`src/rtl/vapr_cfg.svh`:
```
// Purpose: Constants for the velocity aiding packet receiver.
// Assumes: 125 MHz system clock, 9600 baud 8N1 serial aiding input.
// Notes: Field byte positions count from the first header byte.
//
// Functional notes
// - Serial link is asynchronous 9600 baud, 8 data bits, no parity, 1 stop.
// - Packets start with header bytes 0xaa then 0x55, used for alignment.
// - Checksum is the content sum modulo 0xffff, compared with received.
// - Checksum covers bytes 2 to 29 and sits in bytes 30 and 31.
// - Bytes 2 to 5 hold signed latitude; all ones means invalid.
// - Bytes 6 to 9 hold signed longitude; all ones means invalid.
// - Bytes 10 to 13 hold GNSS altitude; all ones means invalid.
// - Bytes 14 to 15 hold ground speed; 0xffff means invalid.
// - Bytes 16 to 17 hold true track; 0xffff means invalid.
// - Bytes 18 to 19 hold GNSS vertical velocity; 0xffff means invalid.
// - Bytes 20 to 21 hold true airspeed; 0xffff means invalid.
// - Bytes 22 to 25 hold pressure altitude; all ones means invalid.
// - Bytes 26 to 27 hold barometric vertical velocity; 0xffff invalid.
// - Bytes 28 to 29 hold magnetic variation; 0xffff means invalid.
// - Multi-byte values are two's complement, most significant byte first.
// - Missing or failing packets raise loss of aiding for unaided fallback.
`ifndef VAPR_CFG_SVH
`define VAPR_CFG_SVH
`define VAPR_CLK_HZ 125000000
`define VAPR_BAUD 9600
`define VAPR_BIT_CYC (`VAPR_CLK_HZ / `VAPR_BAUD)
`define VAPR_HALF_CYC (`VAPR_BIT_CYC / 2)
`define VAPR_HDR0 8'haa
`define VAPR_HDR1 8'h55
`define VAPR_PKT_LEN 6'h20
`define VAPR_LAST_IDX 6'h1f
`define VAPR_SUM_FIRST 6'h02
`define VAPR_SUM_LAST 6'h1d
`define VAPR_CSUM_MOD 17'h0ffff
`define VAPR_TIMEOUT_S 3
`define VAPR_NFIELD 10
`define VAPR_ALL1_32 32'hffffffff
`define VAPR_ALL1_16 16'hffff
`endif

```
`src/rtl/vapr_pkg.sv`:
```
// Purpose: Types for the velocity aiding packet receiver.
// Assumes: Nothing beyond the constants header.
// Notes: One-hot state codes.
package vapr_pkg;
    typedef enum logic [3:0] {
        VAPR_IDLE = 4'h1,
        VAPR_START = 4'h2,
        VAPR_DATA = 4'h4,
        VAPR_STOP = 4'h8
    } vapr_rx_t;
endpackage

```
`src/rtl/vapr_receiver.sv`:
```
// Purpose: Serial receiver and parser for external velocity aiding packets.
// Assumes: rxd is synchronous to clk and idles high.
// Notes: Field outputs change only on an accepted packet.
`timescale 1ns/100ps
`default_nettype none
`include "vapr_cfg.svh"
module vapr_receiver #(
    parameter int unsigned TIMEOUT_CYC = `VAPR_TIMEOUT_S * `VAPR_CLK_HZ,
    parameter int unsigned BIT_CYCLES = `VAPR_BIT_CYC
) (
    input wire logic clk,
    input wire logic rstn,
    input wire logic clkEn,
    input wire logic rxd,
    output logic [31:0] latitude,
    output logic [31:0] longitude,
    output logic [31:0] gnssAltitude,
    output logic [15:0] groundSpeed,
    output logic [15:0] trueTrack,
    output logic [15:0] gnssVertSpeed,
    output logic [15:0] trueAirspeed,
    output logic [31:0] pressureAltitude,
    output logic [15:0] baroVertSpeed,
    output logic [15:0] magVariation,
    output logic [9:0] fieldValid,
    output logic pktAccepted,
    output logic pktRejected,
    output logic frameError,
    output logic aidingLost
);
    // ------------------------------------------------------------
    // Character receiver
    // ------------------------------------------------------------
    // Bit time is a parameter so that a short simulation can scale it down.
    localparam logic [13:0] BIT_CYC = 14'(BIT_CYCLES);
    localparam logic [13:0] HALF_CYC = 14'(BIT_CYCLES / 2);
    vapr_pkg::vapr_rx_t rxState;
    vapr_pkg::vapr_rx_t next_rxState;
    logic [13:0] baudCnt;
    logic [2:0] bitIdx;
    logic [7:0] shiftReg;
    logic rxdPrev;
    wire baudDone = (baudCnt == 14'h0);
    wire startEdge = rxdPrev && !rxd;
    wire byteDone = (rxState == vapr_pkg::VAPR_STOP) && baudDone && rxd;
    wire byteBad = (rxState == vapr_pkg::VAPR_STOP) && baudDone && !rxd;
    wire [7:0] rxByte = shiftReg;

    always_comb begin
        next_rxState = rxState;
        case (rxState)
            vapr_pkg::VAPR_IDLE: begin
                if (startEdge) begin
                    next_rxState = vapr_pkg::VAPR_START;
                end
            end
            vapr_pkg::VAPR_START: begin
                if (baudDone) begin
                    next_rxState = rxd ? vapr_pkg::VAPR_IDLE
                                       : vapr_pkg::VAPR_DATA;
                end
            end
            vapr_pkg::VAPR_DATA: begin
                if (baudDone && bitIdx == 3'h7) begin
                    next_rxState = vapr_pkg::VAPR_STOP;
                end
            end
            vapr_pkg::VAPR_STOP: begin
                if (baudDone) begin
                    next_rxState = vapr_pkg::VAPR_IDLE;
                end
            end
            default: next_rxState = vapr_pkg::VAPR_IDLE;
        endcase
    end

    // Samples each bit at its centre; 8N1 with one stop bit.
    always_ff @(posedge clk or negedge rstn) begin
        if (!rstn) begin
            rxState <= vapr_pkg::VAPR_IDLE;
            baudCnt <= 14'h0;
            bitIdx <= 3'h0;
            shiftReg <= 8'h0;
            rxdPrev <= 1'b1;
        end else if (clkEn) begin
            rxState <= next_rxState;
            rxdPrev <= rxd;
            if (rxState == vapr_pkg::VAPR_IDLE) begin
                baudCnt <= HALF_CYC;
                bitIdx <= 3'h0;
            end else if (baudDone) begin
                baudCnt <= BIT_CYC - 14'h1;
                if (rxState == vapr_pkg::VAPR_DATA) begin
                    shiftReg <= {rxd, shiftReg[7:1]};
                    bitIdx <= bitIdx + 3'h1;
                end
            end else begin
                baudCnt <= baudCnt - 14'h1;
            end
        end
    end

    // ------------------------------------------------------------
    // Packet framing and checksum
    // ------------------------------------------------------------
    logic [5:0] byteIdx;
    logic [16:0] sumAcc;
    logic [15:0] rxCsum;
    logic [7:0] pkt [0:29];
    wire inSum = (byteIdx >= `VAPR_SUM_FIRST) && (byteIdx <= `VAPR_SUM_LAST);
    wire [16:0] sumAdd = sumAcc + {9'h0, rxByte};
    // Fold keeps the running sum reduced modulo 0xffff.
    wire [16:0] sumNext = (sumAdd >= `VAPR_CSUM_MOD) ?
                          sumAdd - `VAPR_CSUM_MOD : sumAdd;
    wire lastByte = byteDone && (byteIdx == `VAPR_LAST_IDX);
    wire csumOk = (sumAcc[15:0] == {rxCsum[7:0], rxByte});
    wire hdrMiss0 = (byteIdx == 6'h0) && (rxByte != `VAPR_HDR0);
    wire hdrMiss1 = (byteIdx == 6'h1) && (rxByte != `VAPR_HDR1);
    wire goodPkt = lastByte && csumOk;

    always_ff @(posedge clk or negedge rstn) begin
        if (!rstn) begin
            byteIdx <= 6'h0;
            sumAcc <= 17'h0;
            rxCsum <= 16'h0;
        end else if (clkEn) begin
            if (byteBad) begin
                byteIdx <= 6'h0;
            end else if (byteDone) begin
                if (hdrMiss0) begin
                    byteIdx <= 6'h0;
                end else if (hdrMiss1) begin
                    byteIdx <= (rxByte == `VAPR_HDR0) ? 6'h1 : 6'h0;
                end else if (lastByte) begin
                    byteIdx <= 6'h0;
                end else begin
                    byteIdx <= byteIdx + 6'h1;
                end
                if (byteIdx == 6'h1) begin
                    sumAcc <= 17'h0;
                end else if (inSum) begin
                    sumAcc <= sumNext;
                end
                rxCsum <= {rxCsum[7:0], rxByte};
            end
        end
    end

    always_ff @(posedge clk) begin
        if (clkEn && byteDone && inSum) begin
            pkt[byteIdx[4:0]] <= rxByte;
        end
    end

    // ------------------------------------------------------------
    // Field extraction, most significant byte first
    // ------------------------------------------------------------
    wire [31:0] fLat = {pkt[2], pkt[3], pkt[4], pkt[5]};
    wire [31:0] fLon = {pkt[6], pkt[7], pkt[8], pkt[9]};
    wire [31:0] fAlt = {pkt[10], pkt[11], pkt[12], pkt[13]};
    wire [15:0] fGs = {pkt[14], pkt[15]};
    wire [15:0] fTrk = {pkt[16], pkt[17]};
    wire [15:0] fGvv = {pkt[18], pkt[19]};
    wire [15:0] fTas = {pkt[20], pkt[21]};
    wire [31:0] fPalt = {pkt[22], pkt[23], pkt[24], pkt[25]};
    wire [15:0] fBvv = {pkt[26], pkt[27]};
    wire [15:0] fMv = {pkt[28], pkt[29]};
    wire [9:0] next_valid = {
        fMv != `VAPR_ALL1_16, fBvv != `VAPR_ALL1_16,
        fPalt != `VAPR_ALL1_32, fTas != `VAPR_ALL1_16,
        fGvv != `VAPR_ALL1_16, fTrk != `VAPR_ALL1_16,
        fGs != `VAPR_ALL1_16, fAlt != `VAPR_ALL1_32,
        fLon != `VAPR_ALL1_32, fLat != `VAPR_ALL1_32};

    // Field and valid outputs move only on a good checksum.
    always_ff @(posedge clk or negedge rstn) begin
        if (!rstn) begin
            latitude <= 32'h0;
            longitude <= 32'h0;
            gnssAltitude <= 32'h0;
            groundSpeed <= 16'h0;
            trueTrack <= 16'h0;
            gnssVertSpeed <= 16'h0;
            trueAirspeed <= 16'h0;
            pressureAltitude <= 32'h0;
            baroVertSpeed <= 16'h0;
            magVariation <= 16'h0;
            fieldValid <= 10'h0;
            pktAccepted <= 1'b0;
            pktRejected <= 1'b0;
            frameError <= 1'b0;
        end else if (clkEn) begin
            pktAccepted <= goodPkt;
            pktRejected <= lastByte && !csumOk;
            frameError <= byteBad;
            if (goodPkt) begin
                latitude <= fLat;
                longitude <= fLon;
                gnssAltitude <= fAlt;
                groundSpeed <= fGs;
                trueTrack <= fTrk;
                gnssVertSpeed <= fGvv;
                trueAirspeed <= fTas;
                pressureAltitude <= fPalt;
                baroVertSpeed <= fBvv;
                magVariation <= fMv;
                fieldValid <= next_valid;
            end
        end
    end

    // ------------------------------------------------------------
    // Aiding loss watchdog
    // ------------------------------------------------------------
    logic [31:0] idleCnt;
    wire timedOut = (idleCnt >= TIMEOUT_CYC - 1);

    // Sources send once per second, so several missed periods means lost.
    always_ff @(posedge clk or negedge rstn) begin
        if (!rstn) begin
            idleCnt <= 32'h0;
            aidingLost <= 1'b1;
        end else if (clkEn) begin
            if (goodPkt) begin
                idleCnt <= 32'h0;
                aidingLost <= 1'b0;
            end else if (timedOut) begin
                aidingLost <= 1'b1;
            end else begin
                idleCnt <= idleCnt + 32'h1;
            end
        end
    end

    // ------------------------------------------------------------
    // Checks
    // ------------------------------------------------------------
    // Every property runs on the system clock and sleeps during reset.
    a_reject_holds: assert property (
        @(posedge clk) disable iff (!rstn)
        pktRejected |-> $stable(latitude) && $stable(fieldValid))
        else $error("rejected packet changed outputs");
    a_accept_pulse: assert property (
        @(posedge clk) disable iff (!rstn)
        pktAccepted && clkEn |=> !pktAccepted)
        else $error("accept strobe longer than one cycle");
    a_accept_clears_lost: assert property (
        @(posedge clk) disable iff (!rstn)
        pktAccepted |-> !aidingLost)
        else $error("aiding lost set after accepted packet");
    a_valid_lat: assert property (
        @(posedge clk) disable iff (!rstn)
        pktAccepted |-> fieldValid[0] == (latitude != `VAPR_ALL1_32))
        else $error("latitude valid flag wrong");
    a_valid_gs: assert property (
        @(posedge clk) disable iff (!rstn)
        pktAccepted |-> fieldValid[3] == (groundSpeed != `VAPR_ALL1_16))
        else $error("ground speed valid flag wrong");
    a_valid_mv: assert property (
        @(posedge clk) disable iff (!rstn)
        pktAccepted |-> fieldValid[9] == (magVariation != `VAPR_ALL1_16))
        else $error("magnetic variation valid flag wrong");
    a_timeout_lost: assert property (
        @(posedge clk) disable iff (!rstn)
        clkEn && timedOut && !goodPkt |=> aidingLost)
        else $error("timeout did not raise aiding lost");
    a_header_first: assert property (
        @(posedge clk) disable iff (!rstn)
        clkEn && byteDone && hdrMiss0 |=> byteIdx == 6'h0)
        else $error("header search advanced on wrong byte");
    a_sum_reduced: assert property (
        @(posedge clk) disable iff (!rstn)
        sumAcc < `VAPR_CSUM_MOD)
        else $error("checksum accumulator out of range");
    a_strobes_exclusive: assert property (
        @(posedge clk) disable iff (!rstn)
        !(pktAccepted && pktRejected))
        else $error("accept and reject strobes together");
    a_fields_hold: assert property (
        @(posedge clk) disable iff (!rstn)
        !pktAccepted |-> $stable(latitude) && $stable(fieldValid) &&
            $stable(magVariation) && $stable(pressureAltitude))
        else $error("fields changed without an accepted packet");
    a_frame_restart: assert property (
        @(posedge clk) disable iff (!rstn)
        clkEn && byteBad |=> byteIdx == 6'h0)
        else $error("framing fault did not restart header search");
    a_lost_holds: assert property (
        @(posedge clk) disable iff (!rstn)
        clkEn && aidingLost && !goodPkt |=> aidingLost)
        else $error("aiding lost cleared without a good packet");
    a_header_second: assert property (
        @(posedge clk) disable iff (!rstn)
        clkEn && byteDone && hdrMiss1 |=> byteIdx <= 6'h1)
        else $error("second header byte mismatch advanced search");
    a_accept_valid: assert property (
        @(posedge clk) disable iff (!rstn)
        clkEn && goodPkt |=> pktAccepted && fieldValid == $past(next_valid))
        else $error("accepted packet valid flags wrong");
    a_reject_strobe: assert property (
        @(posedge clk) disable iff (!rstn)
        clkEn && lastByte && !csumOk |=> pktRejected && !pktAccepted)
        else $error("bad checksum not rejected");
endmodule
`default_nettype wire
```
`config.mk`:
```
export PLATFORM = sky130hd
export DESIGN_NAME = vapr_receiver
export DESIGN_NICKNAME = d
export VERILOG_FILES = /design/src/rtl/vapr_pkg.sv /design/src/rtl/vapr_receiver.sv
export VERILOG_INCLUDE_DIRS = /design/src /design/src/rtl
export SDC_FILE = /design/constraint.sdc
export NUM_CORES = 1
export LEC_CHECK = 0
export BUFFER_PORTS_ARGS = -buffer_cell sky130_fd_sc_hd__buf_2
export CORE_MARGIN = 3
export CORE_UTILIZATION = 40
export DETAILED_ROUTE_END_ITERATION = 7
export PLACE_DENSITY = 0.6
export SLEW_MARGIN = 25
export SYNTH_ARGS = -nofsm -noshare
export SYNTH_HDL_FRONTEND = slang
export SYNTH_SLANG_ARGS = --single-unit
```
`constraint.sdc`:
```
create_clock -name clk -period 4 [get_ports clk]
set_clock_uncertainty 0.15 [all_clocks]
set_input_delay 0.8 -clock clk [delete_from_list [all_inputs] [get_ports clk]]
set_output_delay 0.8 -clock clk [all_outputs]
set_load 0.005 [all_outputs]
```
* Word level (Yosys, flattened, before mapping)
Memories as Yosys holds them, arrays and structs flattened. Index checks and enable logic that the tools add are counted.
Cells by class: equal/unequal tests 26, $lt $le $gt $ge 4, multiplexer cells 26, bitwise logic cells 2, $add $sub $neg 6, reduce and logical (&&, ||, !) cells 31
Operators by type and width (number):
- 32-bit inequality test, second input constant | 4
- 16-bit inequality test, second input constant | 6
- 32-bit two-way mux | 2
- 17-bit two-way mux | 3
- 32-bit by 1-bit adder with 32-bit output, second input constant | 1
- 32-bit by 29-bit >= comparator with 1-bit output, second input constant | 1
- 6-bit two-way mux | 5
- 14-bit two-way mux | 2
- 17-bit by 8-bit adder with 17-bit output | 1
- 17-bit by 16-bit >= comparator with 1-bit output, second input constant | 1
- 17-bit by 16-bit subtractor with 17-bit output, second input constant | 1
- 16-bit equality test | 1
- 4-bit two-way mux | 4
- 4-bit case mux with 4 select lines | 1
- 14-bit logical NOT | 1
- 14-bit by 1-bit subtractor with 14-bit output, second input constant | 1
- 1-bit logical AND | 13
- 3-bit two-way mux | 4
- 2-bit inequality test, second input constant | 5
- 2-bit nonzero test | 5
- 8-bit equality test, second input constant | 1
- 8-bit by 7-bit inequality test with 1-bit output, second input constant | 1
- 8-bit inequality test, second input constant | 1
- 2-bit AND reduction | 4
- 18 further kinds | 26
Word-level totals: flip-flop bits (word level) 331, RAM bits 240, memories kept 1, input port bits 4, logic and storage cells 120
Memories:
- pkt | words 30, bits a word 8, rd ports 28, clocked after Yosys merged registers in 0, write ports 1, line vapr_receiver.sv:109 | logic [7:0] pkt [0:29];

* Longest topological paths before layout
Gate-level depths: netlist of the first run.
depth after elaboration 9, mapped depth 17, gate-level depth less buffers 16

* Worst setup path before layout of the first run
OpenSTA, ideal clock, no wires.
path type register -> register, start point register shiftReg[0] (netlist: rxByte[0]), end point register sumAcc[13], data arrival time 3.905 ns, data required time 3.731 ns, slack -0.173 ns, cell stages (with the launch flop) 18, period minus slack after synthesis 4.173 ns, cell sequence dfrtp_1 > ha_1 > inv_1 > fa_1 > nand2b_1 > a21oi_1 > xnor2_1 > nor4_1 > nand3_1 > or4_1 > nor2_1 > ha_1 > nor2b_1 > o41a_1 > buf_6 > o31ai_4 > o21ai_1 > a21bo_1
On the way: word-level cells in the longest chain between the ends 5, elaborated cells between the ends (all ways) 6, classes of those cells add/sub (2); order compare (1); mux (3)
Ends and longest elaborated chain:
- start: declaration | line vapr_receiver.sv:41 | logic [7:0] shiftReg;
- start signal: assignment | line vapr_receiver.sv:94 | shiftReg <= {rxd, shiftReg[7:1]};
- 17-bit by 8-bit adder with 17-bit output (*) | line vapr_receiver.sv:111 | wire [16:0] sumAdd = sumAcc + {9'h0, rxByte};
- 17-bit by 16-bit subtractor with 17-bit output (no source line) or 17-bit by 16-bit >= comparator with 1-bit output (tied branches)
- 17-bit two-way mux (*) | line vapr_receiver.sv:113 | wire [16:0] sumNext = (sumAdd >= `VAPR_CSUM_MOD) ?
- 17-bit two-way mux (*) | line vapr_receiver.sv:141 | end else if (inSum) begin
- 17-bit two-way mux (*) | line vapr_receiver.sv:139 | if (byteIdx == 6'h1) begin
- end signal: assignment | line vapr_receiver.sv:142 | sumAcc <= sumNext;
- end: declaration | line vapr_receiver.sv:107 | logic [16:0] sumAcc;
Every way passes the cells marked *; elsewhere a longest branch is shown, timed or not. The select of a mux whose other input is x is not followed. A chain may end at the register's enable or synchronous reset.

* Worst setup path after layout of the first run
Ends and elaborated chain as after synthesis.

==> summary.md, run 1 <==
| Metric | Value |
|---|---|
| Crit path arrival time | `4.21 ns` |
| Post-synthesis sequential area ratio | `68.4%` |
| H-tree lvl count | `2` |
| Core Footprint | `54000 sq um` |
| Flops & latches, synth | `555` |
| Worst Max-Slew Pin Slew | `0.774 ns` |
| Outcome | `finished, final reports clean` |
| Fin util | `48.9%` |
| Share of layout cells above drive strength 1 | `20.4%` |
| Antenna viol nets, final | `0` |
| Hold Vio Cnt, Final | `0` |
| Nets | `2289` |
| Startpoint Class | `flop` |
| Final period utilization | `96.5%` |
| Clock Sink Count | `555` |
| Commonest non-fill, non-tap cells in the layout | `738 x nand2_1, 325 x dfrtp_1, 240 x buf_2` |
| Total global routing overflow | `0` |
| Vias per inst | `5.15` |
| Residual DRC | `0` |
| Io pins | `242` |
| Row count | `85` |
| Die H | `240 um` |
| CTS tree | `built` |
| Cells after Synth | `1966` |
| Worst path required time | `4.35 ns` |
| WL final | `56000 um` |
| Area of the multi-input gates | `6610 sq um` |
| P per Cell Area | `462 nW/um^2` |
| Count of cell types in the netlist | `71` |
| Leading cell type in the layout, fill and taps excluded | `nand2_1` |
| Synth warn | `0` |
| Worst-path fanout max | `7` |
| EDFF count, synth | `224` |
| Clock latency on the worst-skew pair | `0.61 ns` |
| Max-Cap Viols | `0` |
| Routability-driven placement congestion ratio | `0.813` |
| Setup TNS | `0 ns` |
| Setup violations, final | `0` |
| Avg Cell Area, Syn | `11.2 sq um` |
| Starting density of the core | `40.6%` |
| Die X | `240 um` |
| WHS | `0.0125 ns` |
| RSZ-0062 raised after global routing | `true` |
| Deepest clock path buffer count | `3` |
| HP Class | `in2async` |
| Syn Nets | `1989` |
| Vias in the first global route | `15174` |
| Ant diodes | `0` |
| Initial drt markers | `996` |
| Clock transition at the registers of the reported paths | `0.06 ns` |
| Port Buffers | `241` |
| CTS hold repair buffers | `0` |
| Detail Placement HPWL | `36900 um` |
| FMAX | `259 MHz` |
| Final Max Slew Viols | `0` |
| First-pass GRT wire length | `86400 um` |
| Drt wl/cell | `18.6 um` |
| DIE AREA | `57700 sq um` |
| Initial antenna violation count | `0` |
| Maximum vdd drop | `0.000320 V` |
| Area growth from synthesis to final layout | `20.4%` |
| Worst relative slew slack | `47.7%` |
| Largest net degree at the start of global routing | `116` |
| Crit path kind | `reg2reg` |
| Total track usage | `19.2%` |
| FF/Latch Area | `15000 sq um` |
| Asr flop ratio synth | `59.6%` |
| Pre-Repair DR Iteration Count | `5` |
| Clk root buf | `clkbuf_16` |
| Final Non-Filler Cells | `3012` |
| Placed Cells | `2899` |
| Crit end category | `flop` |
| Vias | `15513` |
| Fill cells | `4813` |
| Post-Syn Area | `22000 sq um` |
| Total CTS buffers | `58` |
| Leak | `12.5 nW` |
| Main synth FF type | `dfrtp_1` |
| Post-layout minimum cycle time | `3.86 ns` |
## critical path, stage by stage (launching register included)
cell      delay (ns)
dfrtp_2         0.36
ha_2            0.21
inv_1           0.06
fa_1            0.39
nand2b_1        0.21
buf_4           0.17
a211oi_4        0.21
nor2_2          0.10
o21a_2          0.26
or4_1           0.46
nor2_1          0.11
ha_1            0.17
nor2b_2         0.06
o41a_1          0.17
buf_6           0.19
o31ai_4         0.18
o21ai_1         0.09
a21bo_1         0.21
## repair_timing
item	4_1_cts	5_1_grt
gates resized for setup	1	21
setup buffers	0	2
endpoints found under the setup margin	2	13
cloned	0	1
pin swaps	0	5
## kinds of logic (layout without fill, tap and decap cells)
family,after synthesis,count (layout),synth area share [%]
AND/OR/NAND/NOR,1061,1061,20.7
flip-flops,555,555,68.4
AO/OA/AOI/OAI,153,153,4.83
buffers and inverters,109,459,2.00
XOR/XNOR,45,45,1.80
multiplexers,24,24,1.21
adder cells (fa/ha/maj),19,19,1.12
## Yosys cell counts (14+ instances only)
master	number	area, sq um
buf_2	14	70.1
a21oi_1	33	165
mux2_2	20	225
nor4_1	31	194
nand3_1	35	175
nor2_1	96	360
inv_1	27	101
and3_1	14	87.6
nor3_1	22	110
xnor2_1	35	307
dfrtp_1	328	8210
o21ai_0	42	210
clkbuf_1	63	236
edfxtp_1	224	6730
nand4_1	66	413
nand2_1	739	2770
ha_1	18	225
## layer usage
layer  share of wire (%)  up-vias  global-route usage (%)
met5                   0        -                       0
met4                 2.3        0                    4.88
met3                 5.9       98                    3.52
met2                  47      404                    31.2
met1                  45     7683                    26.8
li1                    -     7328                       -
## layout make-up
cell class / count / area share, %
flip-flops and latches: 555 / 56.8
repair buffers: 322 / 7.34
clock inverters: 29 / 1.04
multi-input cells: 1302 / 25.0
well taps: 696 / 3.29
clock buffers: 81 / 6.12
inverters: 27 / 0.383
## power breakdown
part,internal (mW),switching [mW]
clock network,3.03,2.22
registers,6.13,0.114
logic,0.224,0.477
total,9.39,2.81
## final timing paths
check	start	end	slack (ns)	depth (start not counted)
max	rxByte[0]$_DFFE_PN0P_	sumAcc[13]$_DFFE_PN0P_	0.14	17
min	rstn	gnssAltitude[3]$_DFFE_PN0P_	0.01	1
max reg2reg	rxByte[0]$_DFFE_PN0P_	sumAcc[13]$_DFFE_PN0P_	0.14	17
min reg2reg	latitude[5]$_DFFE_PN0P_	latitude[5]$_DFFE_PN0P_	0.31	2
max in group asynchronous	rstn	aidingLost$_DFFE_PN1P_	2.65	2
min in group clk	latitude[5]$_DFFE_PN0P_	latitude[5]$_DFFE_PN0P_	0.31	2
## sequential cells by signal, indices dropped and copies added (netlist names), 3 cells and up
name / flops
pressureAltitude: 32
rxByte: 8
latitude: 32
magVariation: 16
bitIdx: 3
sumAcc: 17
rxCsum: 8
pkt: 224
baroVertSpeed: 16
baudCnt: 14
trueTrack: 16
gnssAltitude: 32
trueAirspeed: 16
longitude: 32
gnssVertSpeed: 16
byteIdx: 6
idleCnt: 32
rxState: 4
groundSpeed: 16
fieldValid: 10
## per-stage QoR
step	power, mW	area (sq um)	setup WS, ns
2_1_floorplan	6.68	22000	0.00460
3_3_place_gp	7.03	24400	-0.0146
3_5_place_dp	7.05	24400	-0.0548
4_1_cts	12.4	26300	0.0376
5_1_grt	12.7	26400	-0.0405
6_report	12.2	26400	0.139
No activity file was read; power rests on OpenSTA's default activity.
==> run 2: changes to the inputs <==
- RECOVER_POWER: not set -> 100
==> run 2 against run 1 <==
  * The flow now finishes with violations (capacitance limit, slew limit)
  * Critical endpoint is now sumAcc[1]$_DFFE_PN0P_
  * Final cell count is the same
  * Register-to-register slack is essentially flat
  * Clock-buffer cell count is the same
  * Largest cell class unchanged
  * Largest power group unchanged
  * Power is essentially flat
  * Combinational power shrank 2%
  * Routed wire length is essentially flat
  * Critical path type unchanged
  * Core utilization shrank 0.067 points
  * Sequential share of layout area grew 0.078 points
  * Global-route usage is the same
  * Clock power is essentially flat
==> summary.md, run 2 (synthesis results as in run 1) <==
| Metric | Value |
|---|---|
| Outcome | `finished with violations` |
| Violated checks | `capacitance limit, slew limit` |
| Cell family with most CP delay | `compound AO/OA/AOI/OAI gates` |
| Clock latency on the worst-skew pair | `0.61 ns (about the same)` |
| Starting density of the core | `40.6% (unchanged)` |
| Total CTS buffers | `58 (unchanged)` |
| Vias per inst | `5.15 (unchanged)` |
| Ant diodes | `0 (unchanged)` |
| Routability-driven placement congestion ratio | `0.813 (unchanged)` |
| Slowest stage delay, CP | `0.39 ns (-0.07 ns)` |
| Sequential cell fraction of total power | `51.3% (about the same)` |
| CTS hold repair buffers | `0 (unchanged)` |
| Psw | `2.81 mW (about the same)` |
| Detail Placement HPWL | `36900 um (unchanged)` |
| WL final | `56000 um (about the same)` |
| CP cell instances | `ha_2 > inv_1 > fa_1 > nand2b_1 > buf_4 > a211o_1 > nand3_1 > o21ai_1 > a41oi_2 > nor2_1 > ha_1 > nor2b_2 > o41a_1 > clkbuf_4 > mux2i_1 > o22ai_1` |
| Met2 wire length | `26400 um (+0.31%)` |
| Clock transition at the registers of the reported paths | `0.06 ns (about the same)` |
| Port Buffers | `241 (unchanged)` |
| Max FFs per register | `224 (unchanged)` |
| WHS | `0.308 ns (+0.296 ns)` |
| Total track usage | `19.2% (unchanged)` |
| Crit path max-delay cell type | `fa_1` |
| Flop-to-flop setup slack | `0.13 ns (about the same)` |
| Area growth from synthesis to final layout | `20.3%` |
| Largest net degree at the start of global routing | `116 (unchanged)` |
| Core Footprint | `54000 sq um (unchanged)` |
| Drt wl/cell | `18.6 um (about the same)` |
| Antenna viol nets, final | `0 (unchanged)` |
| WP buf/inv | `3 (unchanged)` |
| Max-Cap Viols | `3 (+3)` |
| P per Cell Area | `462 nW/um^2 (about the same)` |
| Reg-to-reg startpoint | `rxByte[0]$_DFFE_PN0P_` |
| Crit path arrival time | `4.17 ns (-0.04 ns)` |
| Io pins | `242 (unchanged)` |
| Residual DRC | `0 (unchanged)` |
| FMAX | `258 MHz (-0.28%)` |
| Worst Max-Slew Pin Slew | `2.22 ns (+1.45 ns)` |
| Post-layout minimum cycle time | `3.87 ns (+0.0108 ns)` |
| Hold path endpoint | `latitude[5]$_DFFE_PN0P_` |
| DIE AREA | `57700 sq um (unchanged)` |
| Worst hold path depth | `2` |
| Vias | `15513 (unchanged)` |
| Startpoint Class | `flop` |
| Leading cell type in the layout, fill and taps excluded | `nand2_1` |
| First-pass GRT wire length | `86400 um (unchanged)` |
| Final Max Slew Viols | `134 (+134)` |
| Worst Setup SP | `rxByte[0]$_DFFE_PN0P_` |
| Clk root buf | `clkbuf_16` |
| Met3 layer wire length in the routed design | `3190 um (-3.0%)` |
| Initial drt markers | `986 (-1.0%)` |
| Commonest non-fill, non-tap cells in the layout | `738 x nand2_1, 325 x dfrtp_1, 240 x buf_2` |
| Crit end category | `flop` |
| Hold Vio Cnt, Final | `0 (unchanged)` |
| Die X | `240 um (unchanged)` |
| Fill cells | `4819 (+0.12%)` |
| Nets | `2289 (unchanged)` |
| Share of layout cells above drive strength 1 | `20.3% (-0.13 points)` |
| Max Used Layer | `met4` |
| Combinational Power Share | `5.6% (about the same)` |
| RSZ-0062 raised after global routing | `true` |
| Placed Cells | `2899 (unchanged)` |
| Initial antenna violation count | `0 (unchanged)` |
| M1 WL | `25100 um (about the same)` |
| Crit path kind | `reg2reg` |
| CTS tree | `built` |
| Row count | `85 (unchanged)` |
| Fin util | `48.9% (-0.067 points)` |
| Worst path required time | `4.30 ns (-0.05 ns)` |
| Final Non-Filler Cells | `3012 (unchanged)` |
| Die H | `240 um (unchanged)` |
| Clock Sink Count | `555 (unchanged)` |
| Setup violations, final | `0 (unchanged)` |
| HP Class | `reg2reg` |
| Vias in the first global route | `15174 (unchanged)` |
| Pre-Repair DR Iteration Count | `5 (unchanged)` |
| Switching part of the total power | `23.1% (about the same)` |
| Deepest clock path buffer count | `3 (unchanged)` |
| Hold_sp | `latitude[5]$_DFFE_PN0P_` |
| R2r endpoint | `sumAcc[1]$_DFFE_PN0P_` |
| Worst-path fanout max | `6 (-1)` |
| H-tree lvl count | `2 (unchanged)` |
| Total global routing overflow | `0 (unchanged)` |
| Int Pwr | `9.38 mW (about the same)` |
| Worst relative slew slack | `-48.3% (-96 points)` |
| Leak | `12.5 nW (-0.15%)` |
| Clock power frac | `43.1% (about the same)` |
| Final period utilization | `96.8% (+0.27 points)` |
| Maximum vdd drop | `0.000320 V (about the same)` |
| R2R depth | `16 (-1)` |
## run 2: cell types whose count changed in the layout (fill, tap and decap cells not counted), sizes merged
cell | before | now
buf | 321 | 316
clkbuf | 82 | 87
## run 2: worst max path at each step
stage,to,slack [ns],cells after the start
2_1_floorplan,sumAcc[13]$_DFFE_PN0P_,0.005,17
3_5_place_dp,sumAcc[14]$_DFFE_PN0P_,-0.05,17
5_1_grt,sumAcc[14]$_DFFE_PN0P_,-0.04,16
4_1_cts,sumAcc[14]$_DFFE_PN0P_,0.04,17
6_report,sumAcc[1]$_DFFE_PN0P_,0.13,16
3_3_place_gp,sumAcc[13]$_DFFE_PN0P_,-0.01,17
## run 2: final cells by class
type                       instances  area, sq um  share of cell area [%]
multi-input combinational       1302         6610                    25.0
clock buffer                      81         1620                    6.13
tap                              696          871                    3.30
sequential                       555        15000                    56.9
inverter                          27          101                   0.384
clock inverter                    29          275                    1.04
timing repair buffer             322         1900                    7.21
## run 2: stage by stage
step | worst slack (ns) | TNS [ns] | power (mW) | cell area (sq um)
floorplan | 0.00460 | 0 | 6.68 | 22000
global placement | -0.0146 | -0.0146 | 7.03 | 24400
detailed placement | -0.0548 | -0.0921 | 7.05 | 24400
CTS | 0.0376 | 0 | 12.4 | 26300
global route | -0.0405 | -0.0601 | 12.7 | 26400
finish | 0.129 | 0 | 12.2 | 26400
## run 2: per-layer routing
layer | track usage [%] | up-vias
li1 | - | 7321
met3 | 3.52 | 98
met1 | 26.8 | 7696
met4 | 4.88 | 0
met2 | 31.2 | 398
met5 | 0 | -
## run 2: worst register-to-register path, delay by kind of cell, from the launching register on
| kind | cells | cell delay (ns) |
|---|---|---|
| compound gates | 5 | 1.13 |
| fa+ha+maj | 3 | 0.81 |
| buf+inv | 3 | 0.49 |
| flops | 1 | 0.36 |
| mux | 1 | 0.20 |
| simple gates | 4 | 0.60 |
## run 2: power groups by stage
stage	logic, mW	registers (mW)	clock network (mW)
after global routing	0.765	6.27	5.64
after CTS	0.705	6.24	5.41
after detailed placement	0.697	6.35	0
final	0.688	6.25	5.25
after floorplan	0.297	6.39	0
after global placement	0.686	6.35	0
## run 2: what timing repair did
| action | 4_1_cts | 5_1_grt |
|---|---|---|
| setup endpoints to repair | 2 | 13 |
| gates resized for setup | 1 | 21 |
| setup buffers | 0 | 2 |
| cloned | 0 | 1 |
| pin swaps | 0 | 5 |
